## src/verilog/nand_host_pkg.sv

```systemverilog
// Purpose: constants of the copy-back / status / id / reset flash host
// Assumes: 250 MHz ref_clk, 8-bit multiplexed flash bus
// Notes:   register offsets are word indices on the plain command port
package nand_host_pkg;
  // register indices on the command port
  localparam logic [3:0] REG_CTRL   = 4'h0;
  localparam logic [3:0] REG_GUARD  = 4'h1;
  localparam logic [3:0] REG_SRCROW = 4'h2;
  localparam logic [3:0] REG_DSTROW = 4'h3;
  localparam logic [3:0] REG_RDBYTE = 4'h4;
  localparam logic [3:0] REG_STATUS = 4'h5;
  localparam logic [3:0] REG_IDLOW  = 4'h6;
  localparam logic [3:0] REG_IDHIGH = 4'h7;
  // control word fields
  localparam int CTRL_OP_LSB   = 0;
  localparam int CTRL_BYTE_LSB = 8;
  localparam int CTRL_RESUME   = 16;
  // operations
  localparam logic [2:0] OP_CMD    = 3'h0;
  localparam logic [2:0] OP_ADDR   = 3'h1;
  localparam logic [2:0] OP_WDATA  = 3'h2;
  localparam logic [2:0] OP_RDATA  = 3'h3;
  localparam logic [2:0] OP_RESET  = 3'h4;
  localparam logic [2:0] OP_STATUS = 3'h5;
  localparam logic [2:0] OP_ID     = 3'h6;
  localparam logic [2:0] OP_COPY   = 3'h7;
  // flash command and address bytes, id length, status and plane bits
  localparam logic [7:0] FC_READ     = 8'h00;
  localparam logic [7:0] FC_COPYRD   = 8'h35;
  localparam logic [7:0] FC_COPYIN   = 8'h85;
  localparam logic [7:0] FC_CONFIRM  = 8'h10;
  localparam logic [7:0] FC_STATUS   = 8'h70;
  localparam logic [7:0] FC_ID       = 8'h90;
  localparam logic [7:0] FC_RESET    = 8'hff;
  localparam logic [7:0] ID_ADDR     = 8'h00;
  localparam logic [7:0] COL_START   = 8'h00;
  localparam int         ID_BYTES    = 5;
  localparam int         STAT_READY  = 6;
  localparam int         PLANE_BIT   = 7;
  // step kinds
  localparam logic [2:0] K_END  = 3'h0;
  localparam logic [2:0] K_CMD  = 3'h1;
  localparam logic [2:0] K_ADDR = 3'h2;
  localparam logic [2:0] K_WR   = 3'h3;
  localparam logic [2:0] K_RD   = 3'h4;
  localparam logic [2:0] K_WAIT = 3'h5;
  // timing
  localparam int CLK_NS   = 4;
  localparam int PULSE_NS = 15;
  localparam int HOLD_NS  = 10;
  localparam int TWB_NS   = 100;
  localparam int PWRUP_US = 100;
  localparam int PULSE_CYC = (PULSE_NS + CLK_NS - 1) / CLK_NS;
  localparam int HOLD_CYC  = (HOLD_NS + CLK_NS - 1) / CLK_NS;
  localparam int TWB_CYC   = (TWB_NS + CLK_NS - 1) / CLK_NS;
  localparam int PWRUP_CYC = (PWRUP_US * 1000 + CLK_NS - 1) / CLK_NS;
endpackage

```

## src/verilog/nand_copyback_host.sv

```systemverilog
// Purpose: host controller driving a two-plane flash over its 8-bit bus
// Assumes: ready/busy pulled up externally; all inputs synchronous
// Notes:   software starts one operation at a time through REG_CTRL
//
// Local design decisions: the address map and the plain strobed port.
`timescale 1ns/1ps
`default_nettype none
module nand_copyback_host #(
  parameter int PWRUP_WAIT = nand_host_pkg::PWRUP_CYC
) (
  input  wire logic        ref_clk,
  input  wire logic        reset_n,
  input  wire logic [3:0]  regAddr,
  input  wire logic [31:0] regWdata,
  input  wire logic        regWrite,
  input  wire logic        regRead,
  output logic      [31:0] regRdata,
  output logic             cmdLatch,
  output logic             addrLatch,
  output logic             chipSel_n,
  output logic             writeStrobe_n,
  output logic             output_strobe_n,
  output logic             writeGuard_n,
  output logic      [7:0]  ioOut,
  output logic             ioOe,
  input  wire logic [7:0]  ioIn,
  input  wire logic        ready_busy_wire
);
  import nand_host_pkg::*;

  typedef enum logic [2:0] {
    S_IDLE, S_SETUP, S_STROBE, S_RECOVER, S_TWB, S_WAITRB
  } state_e;

  state_e      stateQ;
  logic [2:0]  opQ;
  logic [7:0]  byteQ;
  logic        resumeQ;
  logic [4:0]  stepQ;
  logic [15:0] cntQ;
  logic [23:0] srcRowQ;
  logic [23:0] dstRowQ;
  logic [7:0]  rdByteQ;
  logic [7:0]  statusQ;
  logic [7:0]  idQ [ID_BYTES];
  logic [2:0]  idxQ;
  logic        guardEnQ;
  logic        refusedQ;
  logic        statusModeQ;
  logic [31:0] pwrCntQ;
  logic        pwrReadyQ;
  logic        readOpQ;

  // one step of the current operation: kind and byte
  function automatic logic [10:0] stepOf(input logic [2:0] op,
                                         input logic [4:0] idx,
                                         input logic [7:0] b,
                                         input logic [23:0] src,
                                         input logic [23:0] dst,
                                         input logic resume);
    logic [4:0] i;
    logic [10:0] s;
    i = idx;
    s = {K_END, 8'h00};
    case (op)
      OP_CMD:   if (i == 5'd0) s = {K_CMD, b};
      OP_ADDR:  if (i == 5'd0) s = {K_ADDR, b};
      OP_WDATA: if (i == 5'd0) s = {K_WR, b};
      OP_RDATA: begin
        if (!resume) i = idx + 5'd1;
        if (i == 5'd0) s = {K_CMD, FC_READ};
        else if (i == 5'd1) s = {K_RD, 8'h00};
      end
      OP_RESET: begin
        if (i == 5'd0) s = {K_CMD, FC_RESET};
        else if (i == 5'd1) s = {K_WAIT, 8'h00};
      end
      OP_STATUS: begin
        if (i == 5'd0) s = {K_CMD, FC_STATUS};
        else if (i == 5'd1) s = {K_RD, 8'h00};
      end
      OP_ID: begin
        if (i == 5'd0) s = {K_CMD, FC_ID};
        else if (i == 5'd1) s = {K_ADDR, ID_ADDR};
        else if (i <= 5'd6) s = {K_RD, 8'h00};
      end
      OP_COPY: begin
        case (i)
          5'd0:  s = {K_CMD, FC_READ};
          5'd1:  s = {K_ADDR, COL_START};
          5'd2:  s = {K_ADDR, COL_START};
          5'd3:  s = {K_ADDR, src[7:0]};
          5'd4:  s = {K_ADDR, src[15:8]};
          5'd5:  s = {K_ADDR, src[23:16]};
          5'd6:  s = {K_CMD, FC_COPYRD};
          5'd7:  s = {K_WAIT, 8'h00};
          5'd8:  s = {K_CMD, FC_COPYIN};
          5'd9:  s = {K_ADDR, COL_START};
          5'd10: s = {K_ADDR, COL_START};
          5'd11: s = {K_ADDR, dst[7:0]};
          5'd12: s = {K_ADDR, dst[15:8]};
          5'd13: s = {K_ADDR, dst[23:16]};
          5'd14: s = {K_CMD, FC_CONFIRM};
          5'd15: s = {K_WAIT, 8'h00};
          5'd16: s = {K_CMD, FC_STATUS};
          5'd17: s = {K_RD, 8'h00};
          default: s = {K_END, 8'h00};
        endcase
      end
      default: s = {K_END, 8'h00};
    endcase
    return s;
  endfunction

  logic [10:0] curStep;
  logic [2:0]  curKind;
  logic [7:0]  curByte;
  assign curStep = stepOf(opQ, stepQ, byteQ, srcRowQ, dstRowQ, resumeQ);
  assign curKind = curStep[10:8];
  assign curByte = curStep[7:0];

  // start decode and host-side guards
  logic       ctrlWrite;
  logic [2:0] newOp;
  logic [7:0] newByte;
  logic       busyOk;
  logic       startOk;
  assign ctrlWrite = regWrite && regAddr == REG_CTRL;
  assign newOp     = regWdata[CTRL_OP_LSB +: 3];
  assign newByte   = regWdata[CTRL_BYTE_LSB +: 8];
  // while the device is busy only status polling, reset and plain (not resumed) reads may go out
  always_comb begin
    case (newOp)
      OP_STATUS, OP_RESET: busyOk = 1'b1;
      // a resumed read would put 00h on the bus while busy
      OP_RDATA: busyOk = !regWdata[CTRL_RESUME];
      OP_CMD:  busyOk = newByte == FC_STATUS || newByte == FC_RESET;
      default: busyOk = 1'b0;
    endcase
  end
  assign startOk = stateQ == S_IDLE && pwrReadyQ
                   && (ready_busy_wire || busyOk)
                   && !(newOp == OP_COPY
                        && srcRowQ[PLANE_BIT] != dstRowQ[PLANE_BIT]);

  // power-up recovery before any command
  always_ff @(posedge ref_clk or negedge reset_n) begin
    if (!reset_n) begin
      pwrCntQ   <= 32'h0;
      pwrReadyQ <= 1'b0;
    end else if (!pwrReadyQ) begin
      pwrCntQ   <= pwrCntQ + 32'h1;
      pwrReadyQ <= pwrCntQ >= 32'(PWRUP_WAIT - 1);
    end
  end

  // write guard stays low until recovery is over and software allows it
  always_ff @(posedge ref_clk or negedge reset_n) begin
    if (!reset_n) begin
      writeGuard_n <= 1'b0;
    end else begin
      writeGuard_n <= guardEnQ && pwrReadyQ;
    end
  end

  // software registers
  always_ff @(posedge ref_clk or negedge reset_n) begin
    if (!reset_n) begin
      guardEnQ <= 1'b0;
      srcRowQ  <= 24'h0;
      dstRowQ  <= 24'h0;
      refusedQ <= 1'b0;
    end else if (regWrite) begin
      case (regAddr)
        REG_GUARD:  guardEnQ <= regWdata[0];
        REG_SRCROW: srcRowQ  <= regWdata[23:0];
        REG_DSTROW: dstRowQ  <= regWdata[23:0];
        REG_CTRL:   refusedQ <= !startOk;
        default:    refusedQ <= refusedQ;
      endcase
    end
  end

  // sequencing engine and flash pins
  always_ff @(posedge ref_clk or negedge reset_n) begin
    if (!reset_n) begin
      stateQ          <= S_IDLE;
      opQ             <= OP_CMD;
      byteQ           <= 8'h00;
      resumeQ         <= 1'b0;
      stepQ           <= 5'd0;
      cntQ            <= 16'h0;
      cmdLatch        <= 1'b0;
      addrLatch       <= 1'b0;
      chipSel_n       <= 1'b1;
      writeStrobe_n   <= 1'b1;
      output_strobe_n <= 1'b1;
      ioOut           <= 8'h00;
      ioOe            <= 1'b0;
      readOpQ         <= 1'b0;
    end else begin
      case (stateQ)
        S_IDLE: begin
          chipSel_n <= 1'b1;
          ioOe      <= 1'b0;
          if (ctrlWrite && startOk) begin
            opQ       <= newOp;
            byteQ     <= newByte;
            resumeQ   <= regWdata[CTRL_RESUME] && statusModeQ;
            stepQ     <= 5'd0;
            chipSel_n <= 1'b0;
            stateQ    <= S_SETUP;
          end
        end
        S_SETUP: begin
          cmdLatch  <= curKind == K_CMD;
          addrLatch <= curKind == K_ADDR;
          ioOut     <= curByte;
          ioOe      <= curKind == K_CMD || curKind == K_ADDR
                       || curKind == K_WR;
          readOpQ   <= curKind == K_RD;
          cntQ      <= 16'(PULSE_CYC - 1);
          case (curKind)
            K_CMD, K_ADDR, K_WR: begin
              writeStrobe_n <= 1'b0;
              stateQ        <= S_STROBE;
            end
            K_RD: begin
              output_strobe_n <= 1'b0;
              stateQ          <= S_STROBE;
            end
            K_WAIT: begin
              cntQ   <= 16'(TWB_CYC - 1);
              stateQ <= S_TWB;
            end
            default: stateQ <= S_IDLE;
          endcase
        end
        S_STROBE: begin
          if (cntQ == 16'h0) begin
            writeStrobe_n   <= 1'b1;
            output_strobe_n <= 1'b1;
            cntQ            <= 16'(HOLD_CYC - 1);
            stateQ          <= S_RECOVER;
          end else begin
            cntQ <= cntQ - 16'h1;
          end
        end
        S_RECOVER: begin
          if (cntQ == 16'h0) begin
            cmdLatch  <= 1'b0;
            addrLatch <= 1'b0;
            stateQ    <= S_SETUP;
            // status polling repeats the read alone until ready shows
            if (!(opQ == OP_STATUS && readOpQ && !rdByteQ[STAT_READY]))
              stepQ <= stepQ + 5'd1;
          end else begin
            cntQ <= cntQ - 16'h1;
          end
        end
        S_TWB: begin
          // busy is not valid until the write-to-busy delay has passed
          if (cntQ == 16'h0) stateQ <= S_WAITRB;
          else cntQ <= cntQ - 16'h1;
        end
        S_WAITRB: begin
          if (ready_busy_wire) begin
            stepQ  <= stepQ + 5'd1;
            stateQ <= S_SETUP;
          end
        end
        default: stateQ <= S_IDLE;
      endcase
    end
  end

  // read capture at the last cycle of the strobe low time
  logic capture;
  assign capture = stateQ == S_STROBE && readOpQ && cntQ == 16'h0;

  always_ff @(posedge ref_clk or negedge reset_n) begin
    if (!reset_n) begin
      rdByteQ <= 8'h00;
      statusQ <= 8'h00;
      idxQ    <= 3'd0;
      for (int k = 0; k < ID_BYTES; k++) idQ[k] <= 8'h00;
    end else begin
      if (stateQ == S_IDLE && ctrlWrite && startOk) idxQ <= 3'd0;
      if (capture) begin
        rdByteQ <= ioIn;
        // in status mode every read returns the status byte
        if (statusModeQ || opQ == OP_STATUS || opQ == OP_COPY)
          statusQ <= ioIn;
        if (opQ == OP_ID && idxQ < 3'(ID_BYTES)) begin
          idQ[idxQ] <= ioIn;
          idxQ      <= idxQ + 3'd1;
        end
      end
    end
  end

  // tracks whether the last command put the device in status mode
  always_ff @(posedge ref_clk or negedge reset_n) begin
    if (!reset_n) begin
      statusModeQ <= 1'b0;
    end else if (stateQ == S_SETUP && curKind == K_CMD) begin
      statusModeQ <= curByte == FC_STATUS;
    end
  end

  // register read port, data one cycle after the strobe
  always_ff @(posedge ref_clk or negedge reset_n) begin
    if (!reset_n) begin
      regRdata <= 32'h0;
    end else if (regRead) begin
      case (regAddr)
        REG_CTRL:   regRdata <= {24'h0, statusQ[2:0],
                                 pwrReadyQ, writeGuard_n, ready_busy_wire,
                                 refusedQ, stateQ != S_IDLE};
        REG_GUARD:  regRdata <= {31'h0, guardEnQ};
        REG_SRCROW: regRdata <= {8'h0, srcRowQ};
        REG_DSTROW: regRdata <= {8'h0, dstRowQ};
        REG_RDBYTE: regRdata <= {24'h0, rdByteQ};
        REG_STATUS: regRdata <= {24'h0, statusQ};
        REG_IDLOW:  regRdata <= {idQ[3], idQ[2], idQ[1], idQ[0]};
        REG_IDHIGH: regRdata <= {24'h0, idQ[4]};
        default:    regRdata <= 32'h0;
      endcase
    end else begin
      regRdata <= 32'h0;
    end
  end
endmodule
`default_nettype wire

```

## config.mk

```make
export PLATFORM = sky130hd
export DESIGN_NAME = nand_copyback_host
export DESIGN_NICKNAME = d
export VERILOG_FILES = /design/src/verilog/nand_host_pkg.sv /design/src/verilog/nand_copyback_host.sv
export SDC_FILE = /design/constraint.sdc
export NUM_CORES = 1
export LEC_CHECK = 0
export BUFFER_PORTS_ARGS = -buffer_cell sky130_fd_sc_hd__buf_2
export CORE_MARGIN = 2
export CORE_UTILIZATION = 46
export CTS_BUF_LIST = sky130_fd_sc_hd__clkbuf_4
export CTS_CLUSTER_DIAMETER = 30
export DETAILED_ROUTE_END_ITERATION = 16
export GPL_TIMING_DRIVEN = 0
export RECOVER_POWER = 50
export SETUP_SLACK_MARGIN = 0.4
export SYNTH_ARGS = -nofsm -noshare
export SYNTH_HDL_FRONTEND = slang
export SYNTH_SLANG_ARGS = --single-unit
```

## constraint.sdc

```tcl
create_clock -name ref_clk -period 8.62 [get_ports ref_clk]
set_input_delay 2.586 -clock ref_clk [delete_from_list [all_inputs] [get_ports ref_clk]]
set_output_delay 2.586 -clock ref_clk [all_outputs]
set_load 0.1 [all_outputs]
```

==> impl_metrics.json <==
{
  "cts_setup_buffers": 0,
  "fin_ws_ns": 3.67,
  "holdPathStages": 2,
  "peakVddDrop_v": 0.000100,
  "cts_buffers": 68,
  "post_synth.cell_area_avg_sq_um": 11.1,
  "finalHoldViolCount": 0,
  "vias_per_cell": 5.63,
  "ys.flop_type": "dfrtp_1",
  "ys_top_cells_by_area": "dfrtp_1 (52%), mux2_2 (12%), nor2_1 (2.7%)",
  "maxCapViolCount": 0,
  "final_cells": 1499,
  "crit_top_cell": "clkbuf_1",
  "htreeDepth": 3,
  "crit_path_max_fanout": 10,
  "grt_pass1_vias": 8235,
  "crit_chain": "clkbuf_1 -> nor4_1 -> nand4_1 -> a211oi_1 -> clkbuf_1 -> mux2_2",
  "fin_util_pct": 54.4,
  "dp_cells": 1378,
  "fp.dieW_um": 158,
  "clkLatencyLatePin_ns": 0.65,
  "p_comb_share_pct": 12.4,
  "routed-via-count": 8433,
  "yosys.area.top_type": "dfrtp_1",
  "synthSimpleGateAreaFrac_pct": 15.5,
  "whs_ns": 0.467,
  "seq_area_frac_synth_pct": 52.4,
  "routedWlPerCell_um": 19.0,
  "yosysUniqueCellTypes": 69,
  "drtAntennaViolNets": 0,
  "wirelength_um": 28500,
  "fp.dieH_um": 158,
  "track_usage_pct": 23.6,
  "start_util_pct": 46.5,
  "cts_hold_buf": 0,
  "p_int_w": 0.00195,
  "min-delay-start": "ioOut[7]",
  "fill_cells": 2126,
  "status": "finished, final reports clean",
  "path_clk_slew_ns": 0.05,
  "portBuffers": 84,
  "drt-initial-drc-count": 722,
  "ys_warn_count": 0,
  "slew_viol_final": 0,
  "fin_crit_sh_pct": 57.5,
  "syn_to_final_growth_pct": 17.1,
  "powerDensity_mw_per_mm2": 214,
  "cp.required_ns": 9.12,
  "clock_power_share_pct": 42.3,
  "p_sw_w": 0.000768,
  "min_path_type": "register to register",
  "fp-row-count": 56,
  "antenna_found_initial": 3,
  "sequentialPowerShare_pct": 45.3,
  "place_congestion": 0.905,
  "reg2reg_depth": 11,
  "die_area_sq_mm": 0.0248,
  "synth_compound_area_share_pct": 11.5,
  "synthAdderAreaFrac_pct": 0.923,
  "cts.repair.resized": 0,
  "first_pass_iters": 5,
  "r2r-end": "statusModeQ",
  "setup_tns_ns": 0,
  "core_sq_mm": 0.0233,
  "numClockSinks": 227,
  "clock_skew_ns": 0.0303,
  "cpPeakStageDelay_ns": 0.75,
  "layout.nets": 1186,
  "max_slew_margin_pct": 3.85,
  "regArea_sq_mm": 0.00568,
  "ys_async_sr_fraction_pct": 100,
  "dp_hpwl_um": 20600,
  "grt_pass1_wl_um": 45100,
  "multi_input_area_sq_mm": 0.00488,
  "swShare_pct": 28.2,
  "critPathKind": "input pin to register",
  "synth_top_family_by_area": "simple AND/OR/NAND/NOR gates",
  "synth_edf_count": 0,
  "pre_cts_ws_ns": 3.07,
  "synth_top_cell_area_share_pct": 51.7,
  "synthCells": 973,
  "ys_ff_latch": 227,
  "hold_end": "ioOut[7]",
  "synthMuxAreaShare_pct": 13.9,
  "grt_max_degree": 107,
  "synth_nets": 1030,
  "synth_area_sq_mm": 0.0108,
  "layout-drive-gt1-share_pct": 28.5,
  "cp-end-kind": "register",
  "fmax_mhz": 202,
  "drc": 0,
  "p_leak_nw": 5.85,
  "ff2ff_setup_slack_ns": 4.54,
  "clockBufferDepth": 3,
  "min_period_ns": 4.95,
  "io_pins": 96,
  "cts_tree": "done",
  "synth_xor_area_share_pct": 3.07,
  "rsz0062_at_grt": "no",
  "timing.rr.start": "stepQ[2]",
  "cts_root_buf": "clkbuf_4",
  "cp-start-kind": "input pin",
  "crit_slowest_cell": "a211oi_1",
  "tightest_slew_ns": 1.42,
  "finalSetupViolCount": 0,
  "grt_overflow": 0,
  "cp.arrival_ns": 5.46
}
-- flip-flops by register name, summed over array words and instances (netlist names), 3 cells and up --
register	count
ioOut	8
pwrCntQ	32
stateQ	3
opQ	3
dstRowQ	24
srcRowQ	24
rdByteQ	8
byteQ	8
stepQ	5
statusQ	8
regRdata	32
idQ	40
cntQ	16
idxQ	3
-- logic make-up (layout without fill, tap and decap cells) --
logic type               after synthesis  in the layout
buffers and inverters                 72            278
adder cells (fa/ha/maj)                8              8
flip-flops                           227            227
AND/OR/NAND/NOR                      313            313
XOR/XNOR                              38             38
multiplexers                         130            130
AO/OA/AOI/OAI                        185            185
other                                  0              1
-- layer usage --
| layer | global-route usage, % | share of wire, % | vias up |
|---|---|---|---|
| met5 | 0 | 0.049 | - |
| met1 | 31.9 | 43 | 4108 |
| met2 | 37.2 | 47 | 315 |
| li1 | - | - | 3947 |
| met4 | 8.35 | 2.8 | 4 |
| met3 | 5.73 | 7.2 | 59 |
-- layout make-up --
class / instances / area share, %
Buffer: 56 / 1.76
Clock inverter: 28 / 2.24
Antenna cell: 1 / 0.0197
Clock buffer: 92 / 5.44
Inverter: 16 / 0.473
Timing Repair Buffer: 86 / 3.73
Tap cell: 319 / 3.14
Multi-Input combinational cell: 674 / 38.4
Sequential cell: 227 / 44.7
-- power by group through the flow --
stage | combinational [W] | clock [W] | sequential (W)
3_5_place_dp | 0.000337 | 0 | 0.00125
5_1_grt | 0.000369 | 0.00125 | 0.00124
2_1_floorplan | 0.000180 | 0 | 0.00127
3_3_place_gp | 0.000329 | 0 | 0.00125
6_report | 0.000337 | 0.00115 | 0.00123
4_1_cts | 0.000338 | 0.00119 | 0.00123
-- through the flow --
step | cell area [sq um] | power (W)
6_report | 12700 | 0.00272
5_1_grt | 12700 | 0.00286
4_1_cts | 12700 | 0.00276
3_5_place_dp | 11700 | 0.00159
3_3_place_gp | 11700 | 0.00158
2_1_floorplan | 10800 | 0.00145
-- worst max-delay path: cells and delay by family --
kind            cells  cell delay (ns)
mux                 1             0.40
simple gates        2             0.96
compound gates      1             0.75
buf+inv             2             0.76
-- cell usage after synthesis (8+ instances only) --
library cell and number:
nor2_1 78, a31oi_1 9, xnor2_1 28, or4_1 8, and3_1 14, a222oi_1 20
nor4_1 11, nor3_1 16, dfrtp_1 224, nand4_1 8, mux2_2 118, nand3_1 23
a21oi_1 48, a22oi_1 12, o21ai_0 39, nand2_1 73, nand2b_1 18, xor2_1 10
nor2b_1 16, ha_1 8, clkbuf_1 47, inv_1 16
-- placed cells by master, fill, tap and decap left out, drive strengths merged, types with 6 or more instances in the layout --
cell type and n:
xor2 10, clkbuf 140, mux2 118, nand4 8, nand2b 18, nor2 78
mux2i 7, nor3 18, and3 14, ha 8, dfrtp 224, nor2b 16
nand3 23, clkinv 20, nor4 11, o21ai 39, or4 9, buf 94
a222oi 20, nor3b 7, a22oi 12, a21oi 48, a211oi 7, xnor2 28
nand3b 7, bufinv 6, inv 17, a31oi 9, nand2 73
-- worst max path at each step --
stage | start | endpoint | slack (ns) | depth (start not counted)
2_1_floorplan | regAddr[0] | srcRowQ[0] | 3.99 | 5
3_3_place_gp | reset_n | ioOut[7] | 1.01 | 1
3_5_place_dp | regAddr[0] | byteQ[6] | 3.07 | 6
4_1_cts | regAddr[0] | byteQ[2] | 3.75 | 6
5_1_grt | regAddr[0] | opQ[1] | 3.58 | 6
6_report | regAddr[0] | byteQ[2] | 3.67 | 6
No activity file was read; power rests on OpenSTA's default activity.
